### config.mk
export PLATFORM = sky130hd
export DESIGN_NAME = diag_serial_port
export DESIGN_NICKNAME = d
export VERILOG_FILES = /design/src/rtl/xcvr_diag_pkg.sv /design/src/rtl/diag_serial_port.sv /design/src/rtl/line_sync.sv
export SDC_FILE = /design/constraint.sdc
export NUM_CORES = 2
export LEC_CHECK = 0
export ABC_AREA = 0
export BUFFER_PORTS_ARGS = -buffer_cell sky130_fd_sc_hd__buf_4
export CELL_PAD_IN_SITES_DETAIL_PLACEMENT = 0
export CELL_PAD_IN_SITES_GLOBAL_PLACEMENT = 1
export CORE_AREA = 2 2 561 563
export CTS_CLUSTER_DIAMETER = 200
export DETAILED_ROUTE_END_ITERATION = 8
export DIE_AREA = 0 0 563 565
export PLACE_DENSITY_LB_ADDON = 0.1
export SYNTH_ARGS = -nofsm -noshare
export SYNTH_HDL_FRONTEND = slang
export SYNTH_HIERARCHICAL = 1
export SYNTH_SLANG_ARGS = --single-unit
### constraint.sdc
create_clock -name clk -period 10.5 [get_ports clk]
set_input_delay 0 -clock clk [delete_from_list [all_inputs] [get_ports clk]]
set_output_delay 0 -clock clk [all_outputs]
set_load 0.02 [all_outputs]
### src/rtl/xcvr_diag_pkg.sv
package xcvr_diag_pkg;

    // 7-bit bus addresses: identification map and diagnostic map
    localparam logic [6:0] ID_DEV_ADDR   = 7'h50;
    localparam logic [6:0] DIAG_DEV_ADDR = 7'h51;

    localparam int         BYTE_W    = 8;
    localparam int         MAP_DEPTH = 256;
    localparam logic [3:0] BITS      = 4'h8;
    localparam logic [3:0] BIT_LAST  = 4'h7;

    // diagnostic map layout
    localparam logic [7:0] THR_END       = 8'h27;
    localparam int         THR_STRIDE    = 8;
    localparam logic [7:0] CAL_IDX       = 8'h5c;
    localparam int         CAL_INT_BIT   = 5;
    localparam int         CAL_EXT_BIT   = 4;
    localparam logic [7:0] RD_BASE       = 8'h60;
    localparam logic [7:0] PIN_STATE_IDX = 8'h6e;
    localparam int         SP_BIT        = 1;
    localparam logic [7:0] ALARM_HI_IDX  = 8'h70;
    localparam logic [7:0] ALARM_LO_IDX  = 8'h71;
    localparam logic [7:0] WARN_HI_IDX   = 8'h74;
    localparam logic [7:0] WARN_LO_IDX   = 8'h75;
    localparam logic [7:0] USER_BASE     = 8'h80;

    // monitored values: temperature, supply, bias, tx power, rx power
    localparam int N_PARAM = 5;
    localparam int FLAG_W  = 16;

    typedef enum logic [8:0] {
        ST_IDLE    = 9'h001,
        ST_ADDR    = 9'h002,
        ST_ACK_ADR = 9'h004,
        ST_PTR     = 9'h008,
        ST_ACK_PTR = 9'h010,
        ST_WR      = 9'h020,
        ST_ACK_WR  = 9'h040,
        ST_RD      = 9'h080,
        ST_RACK    = 9'h100
    } link_state_t;

endpackage

### src/rtl/diag_serial_port.sv
`timescale 1ns/100ps
module diag_serial_port
    import xcvr_diag_pkg::*;
#(
    parameter int READ_W = 16
) (
    input  wire logic              clk,
    input  wire logic              rst_n,
    input  wire logic              scl_in,
    input  wire logic              sda_in,
    output logic                   sda_out,
    output logic                   sda_oe,
    input  wire logic              no_light_flag,
    input  wire logic              id_write_protect,
    output logic                   signal_present,
    input  wire logic              cal_internal,
    input  wire logic [READ_W-1:0] temp_reading,
    input  wire logic [READ_W-1:0] vcc_reading,
    input  wire logic [READ_W-1:0] bias_reading,
    input  wire logic [READ_W-1:0] txpwr_reading,
    input  wire logic [READ_W-1:0] rxpwr_reading
);
    if (READ_W != 2 * BYTE_W)
        $error("readings must be two bytes wide");

    typedef struct packed {
        link_state_t                     st;
        logic [3:0]                      cnt;
        logic [7:0]                      shift;
        logic [7:0]                      tx;
        logic [7:0]                      ptr;
        logic                            is_diag;
        logic                            rw;
        logic                            oe;
        logic                            host_nack;
        logic                            scl_d;
        logic                            sda_d;
        logic                            sp;
        logic [FLAG_W-1:0]               alarm;
        logic [FLAG_W-1:0]               warn;
        logic [N_PARAM-1:0][READ_W-1:0]  snap;
    } port_state_t;

    port_state_t                     q;
    port_state_t                     d;
    logic [BYTE_W-1:0]               id_mem   [MAP_DEPTH];
    logic [BYTE_W-1:0]               diag_mem [MAP_DEPTH];
    logic [N_PARAM-1:0][READ_W-1:0]  live;
    logic [FLAG_W-1:0]               alarm_now;
    logic [FLAG_W-1:0]               warn_now;
    logic [3:0]                      sync_out;
    logic                            scl_s;
    logic                            sda_s;
    logic                            nl_s;
    logic                            wp_s;
    logic                            scl_rise;
    logic                            scl_fall;
    logic                            start;
    logic                            stop;
    logic                            addr_hit;
    logic                            wr_prot;
    logic                            mem_we;
    logic [BYTE_W-1:0]               wdata;
    logic [BYTE_W-1:0]               rd_byte;

    line_sync #(.W(4)) u_sync (
        .clk   (clk),
        .rst_n (rst_n),
        .d_in  ({scl_in, sda_in, no_light_flag, id_write_protect}),
        .d_out (sync_out)
    );
    assign {scl_s, sda_s, nl_s, wp_s} = sync_out;

    assign live = {rxpwr_reading, txpwr_reading, bias_reading, vcc_reading, temp_reading};

    // clock is only ever sampled, never driven
    assign scl_rise = scl_s & ~q.scl_d;
    assign scl_fall = ~scl_s & q.scl_d;
    assign start    = q.sda_d & ~sda_s & scl_s & q.scl_d;
    assign stop     = ~q.sda_d & sda_s & scl_s & q.scl_d;
    assign addr_hit = (q.shift[7:1] == ID_DEV_ADDR) || (q.shift[7:1] == DIAG_DEV_ADDR);
    assign wdata    = {q.shift[6:0], sda_s};

    // identification map is locked unless the protect strap is released
    always_comb
    begin
        if (!q.is_diag)
            wr_prot = wp_s;
        else
            wr_prot = !((q.ptr <= THR_END) || (q.ptr >= USER_BASE) || (q.ptr == PIN_STATE_IDX));
    end

    // thresholds per value: alarm high, alarm low, warn high, warn low
    for (genvar g = 0; g < N_PARAM; g++)
    begin : g_mon
        logic [READ_W-1:0] ah;
        logic [READ_W-1:0] al;
        logic [READ_W-1:0] wh;
        logic [READ_W-1:0] wl;
        assign ah = {diag_mem[THR_STRIDE*g],     diag_mem[THR_STRIDE*g + 1]};
        assign al = {diag_mem[THR_STRIDE*g + 2], diag_mem[THR_STRIDE*g + 3]};
        assign wh = {diag_mem[THR_STRIDE*g + 4], diag_mem[THR_STRIDE*g + 5]};
        assign wl = {diag_mem[THR_STRIDE*g + 6], diag_mem[THR_STRIDE*g + 7]};
        // compares are unsigned; signed temperature needs offset coding
        assign alarm_now[FLAG_W-1-2*g] = live[g] > ah;
        assign alarm_now[FLAG_W-2-2*g] = live[g] < al;
        assign warn_now[FLAG_W-1-2*g]  = live[g] > wh;
        assign warn_now[FLAG_W-2-2*g]  = live[g] < wl;

    end
    assign alarm_now[FLAG_W-2*N_PARAM-1:0] = '0;
    assign warn_now[FLAG_W-2*N_PARAM-1:0]  = '0;

    always_comb
    begin
        rd_byte = diag_mem[q.ptr];
        if (!q.is_diag)
            rd_byte = id_mem[q.ptr];
        else
        begin
            for (int i = 0; i < N_PARAM; i++)
            begin
                if (q.ptr == RD_BASE + 8'(2*i))
                    rd_byte = q.snap[i][READ_W-1:BYTE_W];
                if (q.ptr == RD_BASE + 8'(2*i + 1))
                    rd_byte = q.snap[i][BYTE_W-1:0];
            end
            case (q.ptr)
                PIN_STATE_IDX: rd_byte[SP_BIT] = q.sp;
                CAL_IDX:
                begin
                    rd_byte[CAL_INT_BIT] = cal_internal;
                    rd_byte[CAL_EXT_BIT] = ~cal_internal;
                end
                ALARM_HI_IDX:  rd_byte = q.alarm[FLAG_W-1:BYTE_W];
                ALARM_LO_IDX:  rd_byte = q.alarm[BYTE_W-1:0];
                WARN_HI_IDX:   rd_byte = q.warn[FLAG_W-1:BYTE_W];
                WARN_LO_IDX:   rd_byte = q.warn[BYTE_W-1:0];
                default:       ;
            endcase
        end
    end

    always_comb
    begin
        d       = q;
        d.scl_d = scl_s;
        d.sda_d = sda_s;
        d.sp    = ~nl_s;
        d.alarm = alarm_now;
        d.warn  = warn_now;
        mem_we  = 1'b0;
        if (stop)
        begin
            d.st = ST_IDLE;
            d.oe = 1'b0;
        end
        else if (start)
        begin
            d.st   = ST_ADDR;
            d.cnt  = 4'h0;
            d.oe   = 1'b0;
            // snapshot keeps the two bytes of a reading coherent
            d.snap = live;
        end
        else if (scl_rise)
        begin
            d.shift = wdata;
            d.cnt   = q.cnt + 4'h1;
            if (q.st == ST_WR && q.cnt == BIT_LAST && !wr_prot)
                mem_we = 1'b1;
            if (q.st == ST_RACK)
                d.host_nack = sda_s;
        end
        else if (scl_fall)
        begin
            case (q.st)
                ST_ADDR:
                    if (q.cnt == BITS)
                    begin
                        if (addr_hit)
                        begin
                            d.is_diag = q.shift[1];
                            d.rw      = q.shift[0];
                            d.oe      = 1'b1;
                            d.st      = ST_ACK_ADR;
                        end
                        else
                            d.st = ST_IDLE;
                    end
                ST_ACK_ADR, ST_RACK:
                begin
                    d.cnt = 4'h0;
                    if (q.st == ST_RACK && q.host_nack)
                    begin
                        d.oe = 1'b0;
                        d.st = ST_IDLE;
                    end
                    else if (q.st == ST_RACK || q.rw)
                    begin
                        d.st = ST_RD;
                        d.oe = ~rd_byte[BYTE_W-1];
                        d.tx = {rd_byte[BYTE_W-2:0], 1'b0};
                    end
                    else
                    begin
                        d.st = ST_PTR;
                        d.oe = 1'b0;
                    end
                end
                ST_PTR:
                    if (q.cnt == BITS)
                    begin
                        d.ptr = q.shift;
                        d.oe  = 1'b1;
                        d.st  = ST_ACK_PTR;
                    end
                ST_ACK_PTR, ST_ACK_WR:
                begin
                    d.oe  = 1'b0;
                    d.cnt = 4'h0;
                    d.st  = ST_WR;
                end
                ST_WR:
                    if (q.cnt == BITS)
                    begin
                        d.ptr = q.ptr + 8'h01;
                        d.oe  = 1'b1;
                        d.st  = ST_ACK_WR;
                    end
                ST_RD:
                    if (q.cnt == BITS)
                    begin
                        d.oe  = 1'b0;
                        d.ptr = q.ptr + 8'h01;
                        d.st  = ST_RACK;
                    end
                    else
                    begin
                        d.oe = ~q.tx[BYTE_W-1];
                        d.tx = {q.tx[BYTE_W-2:0], 1'b0};
                    end
                default: ;
            endcase
        end
    end

    always_ff @(posedge clk)
    begin
        if (!rst_n)
        begin
            q    <= '0;
            q.st <= ST_IDLE;
            q.sp <= 1'b1;
        end
        else
            q <= d;
    end

    // maps carry no reset; contents survive a bus reset
    always_ff @(posedge clk)
    begin
        if (mem_we)
        begin
            if (q.is_diag)
                diag_mem[q.ptr] <= wdata;
            else
                id_mem[q.ptr] <= wdata;
        end
    end

    // open drain: only ever pulls low
    assign sda_out        = 1'b0;
    assign sda_oe         = q.oe;
    assign signal_present = q.sp;
endmodule // diag_serial_port

### src/rtl/line_sync.sv
`timescale 1ns/100ps
module line_sync #(
    parameter int W = 4
) (
    input  wire logic         clk,
    input  wire logic         rst_n,
    input  wire logic [W-1:0] d_in,
    output logic      [W-1:0] d_out
);
    typedef struct packed {
        logic [W-1:0] s1;
        logic [W-1:0] s2;
    } sync_t;

    sync_t q;
    sync_t d;

    always_comb
    begin
        d    = q;
        d.s1 = d_in;
        d.s2 = q.s1;
    end

    always_ff @(posedge clk)
    begin
        if (!rst_n)
            q <= '0;
        else
            q <= d;
    end

    assign d_out = q.s2;
endmodule // line_sync

# Word-level counts from Yosys, hierarchy flattened
# Memory sizes are Yosys's and may differ from the RTL's. A register that Yosys moved wholly into a read port is not among the register bits.
# Index checks and enable logic that the tools add are counted.
[word_totals]
mem_count = 2
ff_bits = 164
inputBits = 87
out_inout_bits = 3
word_cells = 205
ram_bits = 4096
[classes]
bitwise = 20
add_sub_neg = 2
magnitude_cmp = 22
n_eq_ne = 43
n_reduce_logical = 34
mux = 58
[mem_list]
columns = ["name", "words", "width", "read_ports", "rd_ports_with_merged_regs", "write_ports", "line_no", "source"]
rows = [
  ["diag_mem", 256, 8, 41, 1, 1, "diag_serial_port.sv:47", "logic [BYTE_W-1:0] diag_mem [MAP_DEPTH];"],
  ["id_mem", 256, 8, 1, 1, 1, "diag_serial_port.sv:46", "logic [BYTE_W-1:0] id_mem [MAP_DEPTH];"],
]
[ops]
columns = ["cell", "n"]
rows = [
  ["2-to-1 mux 8 bit", 21],
  ["> comparator 16 bit", 10],
  ["less-than comparator 16 bit", 10],
  ["== test 8 x 7 -> 1 bit, second input constant", 16],
  ["case mux 9 bit (6 select lines)", 1],
  ["2-to-1 mux 9 bit", 5],
  ["case mux 8 bit (2 select lines)", 2],
  ["AND reduction 7 bit", 4],
  ["case mux 2 bit (4 select lines)", 2],
  ["2-to-1 mux 1 bit", 15],
  ["== test 7 bit, second input constant", 2],
  ["!= test 2 bit, second input constant", 7],
  ["2-to-1 mux 6 bit", 2],
  ["inverter 1 bit", 12],
  ["case mux 1 bit (5 select lines)", 2],
  ["case mux 2 bit (5 select lines)", 1],
  ["OR reduction 2 bit", 5],
  ["== test 9 x 2 -> 1 bit, second input constant", 1],
  ["== test 9 x 3 -> 1 bit, second input constant", 1],
  ["== test 9 x 4 -> 1 bit, second input constant", 1],
  ["== test 9 x 5 -> 1 bit, second input constant", 1],
  ["== test 9 x 6 -> 1 bit, second input constant", 1],
  ["== test 9 x 7 -> 1 bit, second input constant", 1],
  ["== test 9 x 8 -> 1 bit, second input constant", 1],
  ["30 further kinds", 55],
]

# Logic depth before layout (Yosys ltp)
[logic_depth]
ltp_word = 17
ltp_mapped = 15
mapped_depth_nobuf = 11

# Modules after synthesis
# Netlist, hierarchy kept.
[by_module_without_submodules]
columns = ["module", "area_each_um2", "seq_area_each_um2", "cells_per_inst", "n_inst"]
rows = [
  ["diag_serial_port", 173666.6, 126020.9, 9114, 1],
  ["line_sync", 210.2, 160.2, 16, 1],
]

# Worst setup path before layout
# Ideal clock, no wire load.
[synth_path]
path_type = "flip-flop to flip-flop"
start = "register u_sync.q (netlist bit u_sync/d_out[2])"
end = "memory id_mem[159][0], enable pin"
path_slack_ns = 1.049
required_ns = 10.215
arrival_ns = 9.165
stages_incl_launch_ff = 10
path_cell_list = "dfxtp_1 > nand4b_1 > nand3_1 > a2111oi_4 > and2_1 > buf_2 > buf_2 > nand2_1 > clkbuf_1 > nor2_1"
[synth_between]
elab_chain_cells = 8
[synth_lines]
columns = ["item", "line_no", "source"]
rows = [
  ["start, declared", "line_sync.sv:15", "sync_t q;"],
  ["start signal, assigned", "line_sync.sv:28", "q <= '0;"],
  ["start signal, assigned", "line_sync.sv:30", "q <= d;"],
  ["inverter 1 bit", "diag_serial_port.sv:79", "assign start = q.sda_d & ~sda_s & scl_s & q.scl_d;"],
  ["AND 1 bit (3 in a row)", "diag_serial_port.sv:79", ""],
  ["2-to-1 mux 1 bit", "diag_serial_port.sv:158", "else if (start)"],
  ["2-to-1 mux 1 bit (*)", "diag_serial_port.sv:153", "if (stop)"],
  ["2-to-1 mux 1 bit (*)", "diag_serial_port.sv:263", "if (mem_we)"],
  ["2-to-1 mux 1 bit (implied by the code) (*)", "diag_serial_port.sv:268", "id_mem[q.ptr] <= wdata;"],
  ["end, declared", "diag_serial_port.sv:46", ""],
]
# Every way passes the cells marked *; elsewhere a longest branch is shown, timed or not.

==> flow_summary.yaml <==
sta:
  timing_worst_slew_pin_value_ns: 1.562
  setup_total_negative_slack_ns: 0
  timing_max_transition_violations_final: 121
  highest_clock_frequency_the_design_can_meet_mhz: 153.1
  worst_slew_margin_rel: -0.04517
  post_layout_min_period_ns: 6.533
  setup_repair_after_global_routing_missed_its_margin: "no"
  setup_viol_count_final: 0
  hold_violations: 0
  final.setup_skew_ns: 0.07198
  final.hold.worst_slack_ns: 0.05185
  timing.final.crit_share: 0.6222
critical_path:
  cpLargestDelayFamily: "compound AO/OA/AOI/OAI gates"
  crit_arrival_ns: 7.40
  critical-path-slowest-cell: "o41ai_1"
  critical_path_peak_fanout: 79
  critical_path.endpoint_type: "register"
  r2r_cells: 10
  setup.worst_path.class: "reg -> reg"
  critical_path.max_stage_delay_ns: 1.17
  cp_cell_instances: "buf_12 > buf_4 > mux4_2 > a22oi_1 > a21oi_1 > o21ai_1 > o311ai_0 > o41ai_1 > o211ai_1 > o21a_1"
  critical_path.n_buffers_inverters: 2
  cp.required_ns: 11.37
  worst_setup_path_start_kind: "register"
  cp.depth: 10
logic_synthesis:
  synth.yosys.warnings: 6
  synth-edff-count: 4096
  synthMostInstantiatedCell: "edfxtp_1"
  commonest_register_cell_after_synthesis: "edfxtp_1"
  synth_largest_type_area_fraction: 0.7074
  synth_area_per_cell_um2: 19.04
  synth.top_cells.by_count: "4096 x edfxtp_1, 1039 x mux4_2, 583 x nor2_1, 368 x nand2_1, 323 x inv_1"
  synth_top_cell_by_area: "edfxtp_1"
  async_flop_share: 0
  flip_flop_and_latch_count_after_synthesis: 4255
  synth_area_leaders: "edfxtp_1 71%, mux4_2 13%, ha_1 2.3%"
  synth-seq-area-share: 0.7257
  synth.lib_cells_used.distinct: 91
  postSynthCellCount: 9130
  synth.cell_area_um2: 173900
drt:
  antenna_violating_nets_left: 0
  routedWlPerCell_um: 34.41
  detail_route.vias_per_cell: 6.379
  num_vias: 94270
  wl_mm: 508.5
  drtPass1Iterations: 6
  first_iter_violations: 12950
  number_of_design_rule_violations_left_after_detail_routing: 0
global_routing:
  grt_first_pass_wirelength_mm: 714.7
  grt_util_all_layers: 0.3211
  initial_antenna_violation_count: 33
  number_of_global_route_vias_before_repair: 93860
  grt_start_max_net_pins: 201
  global_route.overflow_total: 0
floorplan:
  start_util: 0.5584
  dieArea_um2: 318100
  design.core.area_um2: 311400
  floorplan.die.width_um: 563
  die_height_um: 565
  floorplan.rows: 205
  ioPinCount: 90
power_and_ir_drop:
  power.leakage_uw: 0.06684
  power_density_nw_per_um2: 174.2
  peakVddDrop_uv: 145.2
placement:
  globalplace.congestion: 0.9504
  hpwlAfterDp_mm: 322.7
  port_buffers: 88
clocking:
  postCtsSetupBuffers: 0
  clk_buf_depth: 4
  cts-root-buf: "clkbuf_16"
  cts.sinks: 4255
  path_clk_slew_ns: 0.06
  cts_tree: "yes"
  cts_buffers: 432
  cts.htree.levels: 5
  insertion_delay_ns: 0.98
layout:
  final_layout_size_suffix_gt1_frac: 0.1992
  area_growth_syn_to_layout_pct: 13.90
  filler_cell_count: 21740
  layout.nets: 10660
run:
  drv_cap: 1
outcome:
  violations_in_the_final_reports: "capacitance limit, slew limit"
  status: "finished, violations left"
hold_path:
  hold_class: "in -> reg"
  holdPathStages: 4
registers in the layout, summed over array words and instances, names as in the netlist, named ones only:
name            cells
id_mem           2048
q                 141
u_sync/d            4
signal_present      1
u_sync/d_out        4
diag_mem         2048
sda_oe              1
path summary, 6_finish.rpt:
path                                                  from                        end  slack [ns]
worst min register to register  u_sync/d_out[1]$_SDFF_PN0_  signal_present$_SDFF_PN1_        0.39
worst max-delay path                              register        q[129]$_SDFFE_PN0P_        3.97
worst min-delay path                      bias_reading[12]         q[44]$_SDFFE_PN0P_        0.05
worst max register to register                    register        q[129]$_SDFFE_PN0P_        3.97
what timing repair did:
item / in CTS / in global routing
endpoints found under the hold margin: 159 / 0
hold buffers: 200 / 0
resized for setup: 0 / 0
report_power, final:
| part | internal, µW | switching (µW) |
|---|---|---|
| Clock | 8950 | 6580 |
| Sequential | 18500 | 32.6 |
| Combinational | 179 | 254 |
tightest hold or removal path, stage by stage:
cell and delay [ns]:
dlygate4sd3_1 0.55, buf_4 0.20, nand2_1 0.11, a21boi_0 0.09
per-stage QoR:
stage                     total power [µW]  instances  setup slack, ns  area (µm²)    util
after detailed placement             19250      13760            4.458      181700  0.5834
final                                34490      14780            3.967      198000  0.6360
after global placement               19230      13750            4.298      181600  0.5833
after floorplan                      19090       9802            1.049      176400       -
after CTS                            34640      14760            4.418      198000  0.6358
after global routing                 35350      14770            4.038      198000  0.6359
cells by family after synthesis:
family,Yosys count,synth area share
compound gates,1010,0.04055
xor+xnor,3,0.0001511
fa+ha+maj,319,0.02295
buf+inv,812,0.02281
flops,4255,0.7257
mux,1317,0.1508
other cells,1,0.00002157
simple gates,1413,0.03699
cells in the final DEF, fill, tap and decap left out, types with 200 or more instances in the layout:
cell | synthesis | layout
dlygate4sd3_1 | 0 | 200
mux2i_1 | 244 | 243
conb_1 | 1 | 673
mux4_2 | 1039 | 1039
inv_1 | 323 | 322
nor2_1 | 583 | 574
clkbuf_16 | 0 | 434
buf_4 | 70 | 271
nand2_1 | 368 | 362
edfxtp_1 | 4096 | 4096
ha_1 | 319 | 319
cell type report:
type                       instances  area (µm²)  area share
inverter                         327        1237    0.006249
antenna                           13       32.53   0.0001643
clock buffer                     532       11330     0.05720
tap                             4140        5180     0.02616
clock inverter                   277        2987     0.01508
timing repair buffer             499        4582     0.02314
sequential                      4255      126200      0.6375
multi-input combinational       4735       46450      0.2346
per-layer routing:
layer | routed length, µm | global-route usage | part of all wire
met5 | 333 | 0 | 0.00065
met4 | 25820 | 0.1395 | 0.051
met3 | 53930 | 0.08618 | 0.11
met2 | 236500 | 0.4971 | 0.47
met1 | 191900 | 0.4335 | 0.38
No activity file was read; power rests on OpenSTA's default activity.
